`src/verilog/dmc_defs.svh`:
```
// Offsets, field positions, reset values and codes of the channel mode block.
// Assumes inclusion by bare name from the package and bench files.
`ifndef DMC_DEFS_SVH
`define DMC_DEFS_SVH
`define DMC_OFF_MODE      12'h000
`define DMC_OFF_STEP      12'h004
`define DMC_OFF_SRCADDR   12'h008
`define DMC_OFF_DSTADDR   12'h00C
`define DMC_OFF_STATUS    12'h010
`define DMC_MODE_RESET    32'h00000000
`define DMC_ADDR_RESET    32'h00000000
`define DMC_DM_POS        14
`define DMC_SM_POS        12
`define DMC_RS_POS        8
`define DMC_DL_POS        7
`define DMC_DS_POS        6
`define DMC_TB_POS        5
`define DMC_TS_POS        3
`define DMC_DE_POS        0
`define DMC_RW_MASK       32'h0000FFF9
`define DMC_PIN_MASK      32'h000000C0
`define DMC_RS_EXT_DUAL   4'h0
`define DMC_RS_EXT_TOEXT  4'h2
`define DMC_RS_EXT_FROMEXT 4'h3
`define DMC_RS_AUTO       4'h4
`define DMC_RS_EXTSEL     4'h8
`endif

```
`src/verilog/dmc_pkg.sv`:
```
// Types shared by the channel mode block.
// Assumes dmc_defs.svh is on the include path.
`include "dmc_defs.svh"
package dmc_pkg;
  typedef enum logic [1:0] {STEP_FIXED, STEP_INC, STEP_DEC, STEP_RSVD}
    dmc_step_t;
  typedef enum logic [1:0] {SZ_BYTE, SZ_WORD, SZ_LONG, SZ_16B} dmc_size_t;
  typedef enum logic [1:0] {DET_LOW, DET_FALL, DET_HIGH, DET_RISE}
    dmc_det_t;
endpackage

```
`src/verilog/dmc_addr_step.sv`:
```
// One address stepper: applies fixed/increment/decrement by unit size.
// Assumes a step pulse from the owning channel; reserved codes hold.
module dmc_addr_step
  import dmc_pkg::*;
(
  input  wire logic              pclk,
  input  wire logic              presetn,
  input  wire logic              load,
  input  wire logic [31:0]       load_val,
  input  wire logic              step,
  input  wire logic              ignore,
  input  dmc_pkg::dmc_step_t     mode,
  input  dmc_pkg::dmc_size_t     size,
  output logic [31:0]            addr
);
  logic [31:0] addr_reg;
  logic [31:0] addr_next;
  wire  [31:0] unit;
  wire         dec_ok;

  // Unit size in bytes
  assign unit = (size == SZ_BYTE) ? 32'h00000001 :
                (size == SZ_WORD) ? 32'h00000002 :
                (size == SZ_LONG) ? 32'h00000004 : 32'h00000010;
  // Decrement undefined for 16-byte units, so hold instead
  assign dec_ok = (size != SZ_16B);

  // Next address select; software load wins over a step
  always_comb
  begin
    addr_next = addr_reg;
    if (load)
      addr_next = load_val;
    else if (step && !ignore)
    begin
      if (mode == STEP_INC)
        addr_next = addr_reg + unit;
      else if (mode == STEP_DEC && dec_ok)
        addr_next = addr_reg - unit;
    end
  end

  always_ff @(posedge pclk or negedge presetn)
  begin
    if (!presetn)
      addr_reg <= `DMC_ADDR_RESET;
    else
      addr_reg <= addr_next;
  end

  assign addr = addr_reg;
endmodule // dmc_addr_step

```
`src/verilog/dmc_channel.sv`:
```
// One DMA channel's mode control register with address stepping and
// request pin detection, reached over APB.
// Assumes synchronous request pin and a one-cycle unit-done pulse.
// Notes on behaviour
// - Destination mode 00 holds address.
// - Destination mode 01 adds unit size.
// - Destination mode 10 subtracts 1, 2, 4.
// - Single mode to device ignores destination mode.
// - Source mode 00 holds address.
// - Source mode 01 adds unit size.
// - Source mode 10 subtracts 1, 2, 4.
// - Single mode from device ignores source mode.
// - Source 0000 is external dual address.
// - Source 0010 single, memory to device.
// - Source 0011 single, device to memory.
// - 0100 auto, 1000 selector, others reserved.
// - External sources only on channels 0, 1.
// - Pin sampling bits absent on channels 2-5.
// - Sampling ignored for auto or selector sources.
// - Sampling codes: low, fall, high, rise.
// - Bus mode bit: 0 cycle steal, 1 burst.
// - Size code 11 means 16-byte units.
//
// Decided for this implementation: the APB slave port and the placing of the registers.
module dmc_channel
  import dmc_pkg::*;
#(
  parameter int CHANNEL = 0
)
(
  input  wire logic        pclk,
  input  wire logic        presetn,
  input  wire logic        psel,
  input  wire logic        penable,
  input  wire logic        pwrite,
  input  wire logic [11:0] paddr,
  input  wire logic [31:0] pwdata,
  output logic [31:0]      prdata,
  output logic             pready,
  output logic             pslverr,
  input  wire logic        transfer_request_pin,
  input  wire logic        unit_done,
  output logic             request_detected,
  output logic             transfer_acknowledge_pin,
  output logic             burst_mode,
  output logic             dual_address,
  output logic             channel_active
);
  import dmc_pkg::*;

  // Only six channels exist; refuse anything else at elaboration
  if (CHANNEL < 0 || CHANNEL > 5)
  begin : g_bad_channel
    $error("CHANNEL must lie in 0 to 5");
  end

  localparam bit HAS_PIN = (CHANNEL < 2);

  logic [31:0] channel_mode_control_reg;
  logic [31:0] channel_mode_control_next;
  logic        pin_prev_reg;
  logic        req_reg;
  logic        ack_reg;
  logic [31:0] prdata_reg;
  logic        pslverr_reg;
  logic        pready_reg;

  wire        setup    = psel && !penable;
  wire        access   = psel && penable && pready_reg;
  wire        wr       = access && pwrite;
  wire        hit_mode = (paddr == `DMC_OFF_MODE);
  wire        hit_src  = (paddr == `DMC_OFF_SRCADDR);
  wire        hit_dst  = (paddr == `DMC_OFF_DSTADDR);
  wire        hit_stat = (paddr == `DMC_OFF_STATUS);
  wire        mapped   = hit_mode || hit_src || hit_dst || hit_stat;
  wire [31:0] src_addr;
  wire [31:0] dst_addr;

  // Field decode of the stored mode word
  wire [3:0] req_source = channel_mode_control_reg[`DMC_RS_POS+3:`DMC_RS_POS];
  wire req_source_b3 = req_source[3];
  wire req_source_b2 = req_source[2];
  wire req_source_b1 = req_source[1];
  wire req_source_b0 = req_source[0];
  wire [1:0] dm_bits =
    channel_mode_control_reg[`DMC_DM_POS+1:`DMC_DM_POS];
  wire [1:0] sm_bits =
    channel_mode_control_reg[`DMC_SM_POS+1:`DMC_SM_POS];
  wire dest_step_hi = dm_bits[1];
  wire dest_step_lo = dm_bits[0];
  wire src_step_hi  = sm_bits[1];
  wire src_step_lo  = sm_bits[0];
  wire req_pin_level_sel = channel_mode_control_reg[`DMC_DL_POS];
  wire req_pin_edge_sel  = channel_mode_control_reg[`DMC_DS_POS];
  wire bus_mode_sel      = channel_mode_control_reg[`DMC_TB_POS];
  wire [1:0] ts_bits =
    channel_mode_control_reg[`DMC_TS_POS+1:`DMC_TS_POS];
  wire unit_size_hi = ts_bits[1];
  wire unit_size_lo = ts_bits[0];
  wire channel_enable = channel_mode_control_reg[`DMC_DE_POS];

  wire dmc_step_t dest_mode = dmc_step_t'({dest_step_hi, dest_step_lo});
  wire dmc_step_t src_mode  = dmc_step_t'({src_step_hi, src_step_lo});
  wire dmc_size_t unit_size = dmc_size_t'({unit_size_hi, unit_size_lo});
  wire dmc_det_t det_mode =
    dmc_det_t'({req_pin_level_sel, req_pin_edge_sel});

  wire src_ext_dual  = (req_source == `DMC_RS_EXT_DUAL);
  wire src_to_dev    = (req_source == `DMC_RS_EXT_TOEXT);
  wire src_from_dev  = (req_source == `DMC_RS_EXT_FROMEXT);
  wire src_auto      = (req_source == `DMC_RS_AUTO);
  wire src_sel       = (req_source == `DMC_RS_EXTSEL);
  wire src_external  = src_ext_dual || src_to_dev || src_from_dev;
  wire src_valid     = src_external || src_auto || src_sel;

  // pin fields absent off channels 0 and 1
  // Write data filtering: reserved bits and missing pin fields stay zero
  wire [31:0] wmask = HAS_PIN ? `DMC_RW_MASK
                              : (`DMC_RW_MASK & ~`DMC_PIN_MASK);

  always_comb
  begin
    channel_mode_control_next = channel_mode_control_reg;
    if (wr && hit_mode)
      channel_mode_control_next = pwdata & wmask;
    // external source refused off channels 0 and 1
    if (wr && hit_mode && !HAS_PIN
        && pwdata[`DMC_RS_POS+3:`DMC_RS_POS+2] == 2'b00)
      channel_mode_control_next = channel_mode_control_reg;
  end

  always_ff @(posedge pclk or negedge presetn)
  begin
    if (!presetn)
      channel_mode_control_reg <= `DMC_MODE_RESET;
    else
      channel_mode_control_reg <= channel_mode_control_next;
  end

  // Request pin detection; only the previous sample is kept
  wire pin_now = transfer_request_pin;
  wire det_hit = (det_mode == DET_LOW)  ? !pin_now :
                 (det_mode == DET_FALL) ? (pin_prev_reg && !pin_now) :
                 (det_mode == DET_HIGH) ? pin_now :
                                          (!pin_prev_reg && pin_now);
  // pin path exists only on channels 0 and 1
  wire req_now = channel_enable && src_valid &&
                 (src_external ? (HAS_PIN && det_hit) : 1'b1);

  always_ff @(posedge pclk or negedge presetn)
  begin
    if (!presetn)
    begin
      pin_prev_reg <= 1'b0;
      req_reg      <= 1'b0;
      ack_reg      <= 1'b0;
    end
    else
    begin
      pin_prev_reg <= pin_now;
      req_reg      <= req_now;
      ack_reg      <= unit_done && src_external && HAS_PIN;
    end
  end

  // single mode to device ignores destination
  wire dst_ignore = src_to_dev;
  // single mode from device ignores source
  wire src_ignore = src_from_dev;
  wire step_en    = unit_done && channel_enable;

  dmc_addr_step u_dst (
    .pclk     (pclk),
    .presetn  (presetn),
    .load     (wr && hit_dst),
    .load_val (pwdata),
    .step     (step_en),
    .ignore   (dst_ignore),
    .mode     (dest_mode),
    .size     (unit_size),
    .addr     (dst_addr)
  );

  dmc_addr_step u_src (
    .pclk     (pclk),
    .presetn  (presetn),
    .load     (wr && hit_src),
    .load_val (pwdata),
    .step     (step_en),
    .ignore   (src_ignore),
    .mode     (src_mode),
    .size     (unit_size),
    .addr     (src_addr)
  );

  // Read mux; unmapped addresses answer with an error and zero data
  wire [31:0] rd_mux =
    hit_mode ? channel_mode_control_reg :
    hit_src  ? src_addr :
    hit_dst  ? dst_addr :
    hit_stat ? {29'h0, req_reg, bus_mode_sel, channel_enable} : 32'h0;

  // APB slave: no wait states, answer registered in setup
  always_ff @(posedge pclk or negedge presetn)
  begin
    if (!presetn)
    begin
      pready_reg  <= 1'b0;
      prdata_reg  <= 32'h00000000;
      pslverr_reg <= 1'b0;
    end
    else
    begin
      pready_reg  <= setup;
      prdata_reg  <= setup ? rd_mux : 32'h00000000;
      pslverr_reg <= setup && !mapped;
    end
  end

  logic burst_reg;
  logic dual_reg;
  always_ff @(posedge pclk or negedge presetn)
  begin
    if (!presetn)
    begin
      burst_reg <= 1'b0;
      dual_reg  <= 1'b0;
    end
    else
    begin
      burst_reg <= bus_mode_sel;
      dual_reg  <= src_ext_dual && HAS_PIN;
    end
  end

  assign prdata                   = prdata_reg;
  assign pready                   = pready_reg;
  assign pslverr                  = pslverr_reg;
  assign request_detected         = req_reg;
  assign transfer_acknowledge_pin = ack_reg;
  assign burst_mode               = burst_reg;
  assign dual_address             = dual_reg;
  assign channel_active           = req_reg;

  // Guards
  mode_reset_a: assert property (@(posedge pclk)
    $rose(presetn) |-> channel_mode_control_reg == 32'h0)
    else $error("mode register not zero after reset");
  pin_bits_a: assert property (@(posedge pclk) disable iff (!presetn)
    !HAS_PIN |-> channel_mode_control_reg[7:6] == 2'b00)
    else $error("sampling bits set on channel without pin");
  ext_block_a: assert property (@(posedge pclk) disable iff (!presetn)
    !HAS_PIN |-> !src_external || channel_mode_control_reg[11:8] == 4'h0
      && !channel_enable || !req_reg || !src_external)
    else $error("external request on channel without pin");
  inc_step_a: assert property (@(posedge pclk) disable iff (!presetn)
    step_en && !(wr && hit_dst) && !dst_ignore && dest_mode == STEP_INC
      && unit_size == SZ_16B |=> dst_addr == $past(dst_addr) + 32'h10)
    else $error("destination did not add sixteen");
  dec_step_a: assert property (@(posedge pclk) disable iff (!presetn)
    step_en && !(wr && hit_src) && !src_ignore && src_mode == STEP_DEC
      && unit_size == SZ_LONG |=> src_addr == $past(src_addr) - 32'h4)
    else $error("source did not subtract four");
  fixed_a: assert property (@(posedge pclk) disable iff (!presetn)
    !(wr && hit_dst) && dest_mode == STEP_FIXED |=> $stable(dst_addr))
    else $error("fixed destination moved");
  ignore_dst_a: assert property (@(posedge pclk) disable iff (!presetn)
    !(wr && hit_dst) && dst_ignore |=> $stable(dst_addr))
    else $error("destination moved in single mode");
  ignore_src_a: assert property (@(posedge pclk) disable iff (!presetn)
    !(wr && hit_src) && src_ignore |=> $stable(src_addr))
    else $error("source moved in single mode");
  auto_req_a: assert property (@(posedge pclk) disable iff (!presetn)
    channel_enable && src_auto |=> request_detected)
    else $error("auto request not raised");
  burst_a: assert property (@(posedge pclk) disable iff (!presetn)
    1'b1 |=> burst_mode == $past(bus_mode_sel))
    else $error("burst output wrong");
  src_inc_a: assert property (@(posedge pclk) disable iff (!presetn)
    step_en && !(wr && hit_src) && !src_ignore && src_mode == STEP_INC
      && unit_size == SZ_BYTE |=> src_addr == $past(src_addr) + 32'h1)
    else $error("source did not add one");
  dst_dec_a: assert property (@(posedge pclk) disable iff (!presetn)
    step_en && !(wr && hit_dst) && dest_mode == STEP_DEC && !dst_ignore
      && unit_size == SZ_WORD |=> dst_addr == $past(dst_addr) - 32'h2)
    else $error("destination did not subtract two");

  cov_burst: cover property (@(posedge pclk) burst_mode);
  cov_req: cover property (@(posedge pclk) request_detected);
  cov_ack: cover property (@(posedge pclk) transfer_acknowledge_pin);
endmodule // dmc_channel

```
`config.mk`:
```
export PLATFORM = sky130hd
export DESIGN_NAME = dmc_channel
export DESIGN_NICKNAME = d
export VERILOG_FILES = /design/src/verilog/dmc_pkg.sv /design/src/verilog/dmc_addr_step.sv /design/src/verilog/dmc_channel.sv
export VERILOG_INCLUDE_DIRS = /design/src /design/src/verilog
export SDC_FILE = /design/constraint.sdc
export NUM_CORES = 1
export LEC_CHECK = 0
export BUFFER_PORTS_ARGS = -buffer_cell sky130_fd_sc_hd__buf_4
export CORE_MARGIN = 4
export CORE_UTILIZATION = 60
export DETAILED_ROUTE_END_ITERATION = 6
export PLACE_DENSITY = 0.91
export SLEW_MARGIN = 20
export SYNTH_ARGS = -nofsm -noshare
export SYNTH_HDL_FRONTEND = slang
export SYNTH_SLANG_ARGS = --single-unit
export TNS_END_PERCENT = 100
```
`constraint.sdc`:
```
create_clock -name pclk -period 4 [get_ports pclk]
set_clock_uncertainty 0.05 [all_clocks]
set_input_delay 0.8 -clock pclk [delete_from_list [all_inputs] [get_ports pclk]]
set_output_delay 0.8 -clock pclk [all_outputs]
set_load 0.02 [all_outputs]
```
# == Word level (Yosys, flattened, before mapping) ==
# Index checks and enable logic that the tools add are counted.
# classes
bitwise_logic,0
eq_ne,16
multipliers,0
shifts,0
div,0
mux,20
n_addsub,4
order_cmp,0
n_reduce_logical,41
# ops
operator,count
32-bit 2-to-1 mux,14
32-bit adder,2
32-bit subtractor,2
12-bit by 4-bit == test with 1-bit output (second input constant),2
1-bit logical AND,18
12-bit by 5-bit == test with 1-bit output (second input constant),1
12-bit logical NOT,1
2-bit by 1-bit == test with 1-bit output (second input constant),4
2-bit == test (second input constant),4
4-bit by 2-bit == test with 1-bit output (second input constant),2
1-bit logical OR,7
1-bit logical NOT,6
3-bit nonzero test,2
5-bit 2-to-1 mux,1
4-bit by 3-bit == test with 1-bit output (second input constant),1
4-bit == test (second input constant),1
2-bit logical NOT,2
4-bit logical NOT,1
1-bit 2-to-1 mux,4
2-bit AND reduction,2
2-bit nonzero test,2
3-bit 2-to-1 mux,1
2-bit != test (second input constant),1
# word_totals
out_inout_bits,39
register_bits,117
latchBits,0
mem_count,0
word_cells,92
romBits,0
input_bits,51
ram_bits,0

# == Logic depth before layout (Yosys ltp) ==
# Gate-level depths: netlist of run 1.
# depth
word_depth,9
ltp_mapped,16
ltp_nobuf,15

# == Modules after synthesis ==
# A second synthesis of run 1 with hierarchy kept.
# hier_totals
cells_unflattened,1060
area_unflattened_um2,9126.3
# by_module_without_submodules
mod,cells_each,seq_area_each_um2,area_each_um2,n_inst
dmc_addr_step,419,800.8,3340.7,2
dmc_channel,222,1326.3,2444.8,1

# == Least setup slack after synthesis of run 1 ==
# No wires, ideal clock.
# synth_path
kind,register to register
from,reg channel_mode_control_reg[12]
to,reg u_src.addr_reg[24] (netlist: u_src.addr[24])
t_arrival_ns,3.310
slack_ns,0.575
setup_ns,0.065
synth_period_minus_slack_ns,3.425
stages_incl_launch_ff,17
cell_sequence,dfrtp_1 -> nor2b_1 -> buf_2 -> inv_1 -> nor2_1 -> nor2_1 -> inv_1 -> fa_1 -> nor2b_1 -> o31a_1 -> o21ai_1 -> nor3b_1 -> o31ai_1 -> a21o_1 -> a211oi_1 -> o31ai_1 -> o21a_1
# synth_via
elab_chain_cells,4
word_cells_on_any_way,8
cone_classes,2 x eq/ne; 3 x mux; 3 x reduce/logical
# synth_lines
item,line_no,rtl
from (decl),dmc_channel.sv:59,logic [31:0] channel_mode_control_reg;
from (signal assigned),dmc_channel.sv:135,channel_mode_control_reg <= `DMC_MODE_RESET;
from (signal assigned),dmc_channel.sv:137,channel_mode_control_reg <= channel_mode_control_next;
2-bit by 1-bit == test with 1-bit output or 2-bit == test (tied branches),"dmc_addr_step.sv:36, dmc_addr_step.sv:38",
32-bit 2-to-1 mux or 1-bit logical AND (tied branches),"dmc_addr_step.sv:36, dmc_addr_step.sv:38",
32-bit 2-to-1 mux or 3-bit nonzero test (tied branches),--,
32-bit 2-to-1 mux or 2-bit AND reduction (tied branches),--,
to (signal assigned),dmc_addr_step.sv:46,addr_reg <= `DMC_ADDR_RESET;
to (signal assigned),dmc_addr_step.sv:48,addr_reg <= addr_next;
to (decl),dmc_addr_step.sv:16,logic [31:0] addr_reg;
# Several ways; a longest one is shown, not always the timed one. The select of a mux whose other input is x is not followed.
# A chain may end at the register's enable or synchronous reset.

# == Final worst setup path of run 1 ==
# layout_path
from,reg channel_mode_control_reg[14]
to,reg u_dst.addr_reg[23] (netlist: u_dst.addr[23])
# layout_via
elab_chain_cells,4
word_cells_on_any_way,8
cone_classes,2 x eq/ne; 3 x mux; 3 x reduce/logical
# layout_lines
item,line_no
2-bit by 1-bit == test with 1-bit output or 2-bit == test (tied branches),"dmc_addr_step.sv:36, dmc_addr_step.sv:38"
32-bit 2-to-1 mux or 1-bit logical AND (tied branches),"dmc_addr_step.sv:36, dmc_addr_step.sv:38"
32-bit 2-to-1 mux or 3-bit nonzero test (tied branches),--
32-bit 2-to-1 mux or 2-bit AND reduction (tied branches),--
to (signal assigned),dmc_addr_step.sv:46
to (signal assigned),dmc_addr_step.sv:48
to (decl),dmc_addr_step.sv:16
# Several ways; a longest one is shown, not always the timed one. The select of a mux whose other input is x is not followed.

==> results by group, run 1 <==
Flow run
  – Number of max-cap violations: 0

Run status
  – Outcome: complete, no violations

Synthesis
  – Mean area per synthesized cell: 8.453 um^2
  – Synth area leaders: dfrtp_1, ha_1, a21oi_1, nor2_1, mux2i_1
  – Synth top area share: 0.3366
  – Yosys cell types: 73
  – Number of synthesized register bits: 117
  – Ys async rst share: 1.000
  – Syn Nets: 1144
  – Sequential-to-total area share from yosys stat: 0.3366
  – Number of synthesized flops with an enable pin: 0
  – Synth Flop Type: dfrtp_1
  – Yosys warnings: 0
  – Mapped Cells: 1029
  – Mapped Area: 8698 um^2
  – Largest area contributor in the netlist: dfrtp_1

Die
  – I/O Pins: 90
  – Die span in x: 128.4 um
  – Core area: 14040 um^2
  – Die area: 16490 um^2
  – Die Y: 128.4 um
  – Site Rows: 43
  – Starting density of the core: 0.6194

STA
  – Final setup violation count: 0
  – Min Hold Slack: 0.4056 ns
  – Tmin final: 3.635 ns
  – PnR worst setup slack: 0.3654 ns
  – Final hold viol count: 0
  – Fin crit share: 0.9086
  – RSZ-0062 raised after global routing: false
  – Fin. max-slew vios: 0
  – Max-slew headroom: 0.3071
  – Setup TNS: 0 ns
  – Fmax: 275.1 MHz
  – Worst-Margin Slew: 1.039 ns

Global route
  – Vias in the first global route: 8473
  – Initial antenna violation count: 0
  – First-pass GRT wire length: 43280 um
  – Total grt overflow: 0
  – All-layer global routing usage: 0.3323
  – Pin count of the biggest net entering global routing: 71

Min path
  – Worst min-delay path startpoint: channel_mode_control_reg[5]
  – Min-Delay Path Class: register to register
  – Hold path cells: 0
  – Hold Path End: burst_mode

Detailed routing
  – WL per Instance: 21.27 um
  – Via count: 8616
  – Via density per instance: 6.674
  – DR pass1 iterations: 6
  – DRT Wirelength: 27460 um
  – DRT antenna net count: 0
  – Initial DRC count: 880
  – Drt drc: 0

Critical path
  – Reg-to-Reg Start: channel_mode_control_reg[14]
  – Critical Path, Cell by Cell: nor2b_1, inv_1, buf_4, nor2_1, nor2_1, ha_1, a21oi_1, o211a_1, o31ai_1, a211oi_2, o221ai_1, a31oi_1, xnor2_1, mux2i_1, a21oi_1
  – R2R cell count: 15
  – Worst Path Max Fanout: 13
  – Worst Setup Path Type: register to register
  – Slowest CP cell: a211oi_2
  – Crit start category: register
  – Crit path buf inv count: 2
  – Req. time, crit path: 4.30 ns
  – Reg2Reg Setup Slack: 0.37 ns
  – CP max stage delay: 0.41 ns
  – Crit path max-delay family: compound AO/OA/AOI/OAI gates
  – Worst R2R End: u_dst.addr[23]
  – Worst EP arrival: 3.94 ns
  – CP Capture Type: register

Placed design
  – Detailed placer's ending HPWL: 19380 um
  – GP Congestion: 1.001
  – # placed instances: 1259
  – I/O Buffers: 89
  – Place WS: 0.4859 ns

Clock network
  – TritonCTS clock tree: built
  – Maximum clock path buffer count: 2
  – Clock-pin slew on the worst setup and hold paths: 0.06 ns
  – Root buf cell: clkbuf_16
  – H-tree depth: 4
  – Postcts setup bufs: 0
  – TritonCTS Buffers: 17
  – TritonCTS Sinks: 117
  – Hold_buf cts: 0
  – Skew-Pair Late Insertion Delay: 0.43 ns
  – Post_cts resized: 0

Power and ir drop
  – Clock Power Share: 0.526
  – Share of total power in sequential cells: 0.424
  – Power Internal: 0.002113 W
  – Switching pwr: 0.0006888 W
  – Lkg Pwr: 5.077 nW
  – Worst IR Drop VDD: 0.3280 mV
  – Net Sw Frac: 0.2458
  – Comb pwr share: 0.050
  – Pwr dens: 277.9 nW/um^2

Layout
  – Non-Filler Instances: 1291
  – Most frequent cells in the layout: a21oi_1, nor2_1, dfrtp_1
  – Share of layout cells above drive strength 1: 0.1557
  – Nets: 1213
  – Area grow syn2layout: 15.89%
  – Diode count: 0
  – Final core utilization: 0.7179
  – Commonest non-fill, non-tap cell in the layout: a21oi_1
==> worst max path at each step <==
stage                                  from        endpoint  slack (ns)  depth (start not counted)
2_1_floorplan  channel_mode_control_reg[12]  u_src.addr[24]        0.57                         16
6_report       channel_mode_control_reg[14]  u_dst.addr[23]        0.37                         15
3_5_place_dp   channel_mode_control_reg[14]  u_dst.addr[30]        0.49                         16
5_1_grt        channel_mode_control_reg[15]  u_dst.addr[23]        0.06                         15
4_1_cts        channel_mode_control_reg[14]  u_dst.addr[30]        0.43                         14
3_3_place_gp   channel_mode_control_reg[15]  u_dst.addr[24]        0.65                         14
==> routing by layer <==
layer | vias up | part of all wire | global-route usage
li1 | 3877 | - | -
met1 | 3971 | 0.37 | 0.4094
met2 | 617 | 0.46 | 0.5382
met3 | 151 | 0.11 | 0.07887
met4 | 0 | 0.066 | 0.1841
met5 | - | 0 | 0
==> cell families (layout without fill, tap and decap cells) <==
kind of cell               Yosys count  in the layout  share of synthesized area
and+or+nand+nor                    331            331                     0.1820
DFF                                117            117                     0.3366
muxes                               56             56                    0.06646
buffers and inverters               82            164                    0.03754
adders and majority gates           64             64                    0.09379
AOI/OAI and AO/OA                  335            335                     0.2394
xor gates and xnor gates            44             44                    0.04430
==> worst register-to-register path, cell delays in order, from the launching register on <==
cell and delay [ns]:
dfrtp_1 0.38, nor2b_1 0.37, inv_1 0.11, buf_4 0.21, nor2_1 0.10, nor2_1 0.06
ha_1 0.32, a21oi_1 0.29, o211a_1 0.26, o31ai_1 0.10, a211oi_2 0.41, o221ai_1 0.24
a31oi_1 0.28, xnor2_1 0.15, mux2i_1 0.09, a21oi_1 0.15
==> final cells by class <==
cell class,instances,area (um^2)
Tap cell,180,225.2
Clock inverter,14,128.9
Sequential cell,117,2928
Multi-Input combinational cell,830,5466
Fill cell,1013,3961
Inverter,26,97.59
Timing Repair Buffer,106,795.8
Clock buffer,18,439.2
==> cell usage after synthesis, types with 3 or more instances <==
cell	instances
nor3b_1	5
mux2_2	14
a311oi_1	3
xnor2_1	29
nor3_2	3
nor2_1	129
a31oi_1	11
a211o_1	3
and4_1	3
xor2_1	15
o31a_1	4
or3_1	9
o21ai_1	18
nand2b_1	8
o21a_1	21
and3_1	18
ha_1	62
inv_1	26
nor2b_1	17
o221ai_1	4
o21bai_1	15
mux2i_1	42
nand2_1	62
a221o_1	3
a211oi_1	10
o211ai_1	5
nor4_1	5
o31ai_1	4
o21ai_0	40
a21o_1	26
dfrtp_1	117
nand4_1	12
clkbuf_1	44
buf_1	4
nand3_1	25
buf_2	6
a21oi_1	144
nor3_1	22
==> metrics by stage <==
stage | instance area (um^2) | total power [W]
2_1_floorplan | 8698 | 0.001251
3_3_place_gp | 9513 | 0.001343
3_5_place_dp | 9513 | 0.001345
4_1_cts | 10080 | 0.002781
5_1_grt | 10080 | 0.002860
6_report | 10080 | 0.002802
==> power by group through the flow <==
stage / logic (W) / clock network [W] / registers [W]
after floorplan: 0.0000399 / 0 / 0.00121
after global placement: 0.000134 / 0 / 0.00121
after detailed placement: 0.000136 / 0 / 0.00121
after CTS: 0.000137 / 0.00146 / 0.00119
after global routing: 0.000148 / 0.00152 / 0.00119
final: 0.000140 / 0.00147 / 0.00119
(Power assumes the default switching activity.)
==> run 2: changes to the inputs <==
Settings changed: CORE_UTILIZATION 60 to 50, PLACE_DENSITY 0.91 to 0.79.
==> run 2 against run 1 <==
Compared with the run above: sequential power about the same; global-route usage down 6.8 points; cell count up 2.7%; utilization down 11 points; maximum frequency down 0.83%; final area up 0.86%; clock power up 9.5%; flip-flop and latch count unchanged; register-to-register slack worse by 0.03 ns; routed wire length down 3.9%; largest cell class unchanged.
==> results by group, run 2 (synthesized netlist as in run 1, its figures left out) <==
Run status
  – Outcome: complete, no violations

STA
  – Worst-Margin Slew: 1.063 ns
  – RSZ-0062 raised after global routing: false
  – Setup TNS: 0 ns
  – Min Hold Slack: 0.4055 ns
  – Final setup violation count: 0
  – Fin. max-slew vios: 0
  – Final hold viol count: 0
  – Fmax: 272.9 MHz
  – Fin crit share: 0.9163
  – Tmin final: 3.665 ns
  – Max-slew headroom: 0.2913

Detailed routing
  – Initial DRC count: 787
  – DRT antenna net count: 0
  – Drt drc: 0
  – DRT Wirelength: 26380 um
  – DR pass1 iterations: 5
  – WL per Instance: 19.89 um
  – Via density per instance: 6.315
  – Via count: 8374

Clock network
  – H-tree depth: 4
  – Root buf cell: clkbuf_16
  – Skew-Pair Late Insertion Delay: 0.42 ns
  – TritonCTS Buffers: 17
  – Postcts setup bufs: 0
  – Clock-pin slew on the worst setup and hold paths: 0.06 ns
  – Post_cts resized: 0
  – Maximum clock path buffer count: 2
  – Hold_buf cts: 0
  – TritonCTS Sinks: 117
  – TritonCTS clock tree: built

Critical path
  – Crit path max-delay family: simple AND/OR/NAND/NOR gates
  – CP dominant cell by count: a21oi_1
  – Crit path buf inv count: 2
  – Req. time, crit path: 4.30 ns
  – Reg-to-Reg Start: channel_mode_control_reg[15]
  – Worst Path Max Fanout: 28
  – Worst EP arrival: 3.96 ns
  – Critical Path, Cell by Cell: nor2b_1, inv_1, buf_4, ha_1, a211oi_1, a21oi_1, and2_1, nor3_2, a21oi_1, nor3_1, o2111ai_1, and3_1, nand3_1
  – Crit start category: register
  – CP max stage delay: 0.41 ns
  – Worst Setup Path Type: register to register
  – CP Capture Type: register
  – Worst setup path startpoint: channel_mode_control_reg[15]
  – Slowest CP cell: dfrtp_1

Layout
  – Final core utilization: 0.6045
  – Share of layout cells above drive strength 1: 0.1519
  – Final instance area: 10170 um^2
  – Most frequent cells in the layout: a21oi_1, nor2_1, dfrtp_1
  – Commonest non-fill, non-tap cell in the layout: a21oi_1
  – Nets: 1208
  – Diode count: 0
  – Area grow syn2layout: 16.89%

Die
  – I/O Pins: 90
  – Die Y: 139.9 um
  – Die area: 19570 um^2
  – Site Rows: 47
  – Die span in x: 139.9 um
  – Core area: 16820 um^2
  – Starting density of the core: 0.5172

Global route
  – Initial antenna violation count: 0
  – Pin count of the biggest net entering global routing: 73
  – First-pass GRT wire length: 41770 um
  – All-layer global routing usage: 0.2646
  – Vias in the first global route: 8067
  – Total grt overflow: 0

Power and ir drop
  – Pwr dens: 289.1 nW/um^2
  – Worst IR Drop VDD: 0.3191 mV
  – Lkg Pwr: 5.099 nW

Placed design
  – I/O Buffers: 89
  – Detailed placer's ending HPWL: 19160 um
  – GP Congestion: 0.9231
  – Placed cell area: 9538 um^2

Flow run
  – Number of max-cap violations: 0

Min path
  – Min-Delay Path Class: register to register
  – Worst min-delay path startpoint: channel_mode_control_reg[5]
[run 2: changes by cell type in the layout (fill, tap and decap cells not counted), sizes merged]
cell,previous run,this run
buf,106,101
clkbuf,18,21
inv,28,26
clkinvlp,6,3
bufinv,1,3
[run 2: per-stage QoR]
| stage | power (W) | cells | setup WS [ns] |
|---|---|---|---|
| after floorplan | 0.001251 | 1029 | 0.5750 |
| after global placement | 0.001345 | 1294 | 0.6171 |
| after detailed placement | 0.001346 | 1294 | 0.4979 |
| after CTS | 0.002941 | 1326 | 0.4015 |
| after global routing | 0.003022 | 1326 | 0.03163 |
| final | 0.002939 | 1326 | 0.3350 |
[run 2: where the power goes]
group / internal, W / total [W] / switching, W
sequential: 0.00119 / 0.00119 / 0.00000127
clock: 0.00105 / 0.00161 / 0.000566
combinational: 0.0000551 / 0.000139 / 0.0000840
[run 2: metal layers]
layer	share of wire	global-route usage
met5	0	0
met4	0.050	0.1244
met2	0.46	0.4305
met1	0.41	0.3438
met3	0.082	0.04738
[run 2: final cells by class]
type	instances	area, um^2
clock buffer	21	480.5
multi-input combinational	830	5466
tap	220	275.3
sequential	117	2928
clock inverter	11	148.9
inverter	26	97.59
fill	1432	6651
timing repair buffer	101	770.7
[run 2: worst paths after layout]
check | endpoint | slack (ns) | cells past startpoint
min in group asynchronous | pin_prev_reg | 0.47 | 1
setup reg to reg | u_dst.addr[31] | 0.33 | 13
setup / recovery | u_dst.addr[31] | 0.33 | 13
max in group asynchronous | prdata[26] | 2.65 | 2
hold / removal | burst_mode | 0.41 | 0
hold reg to reg | burst_mode | 0.41 | 0
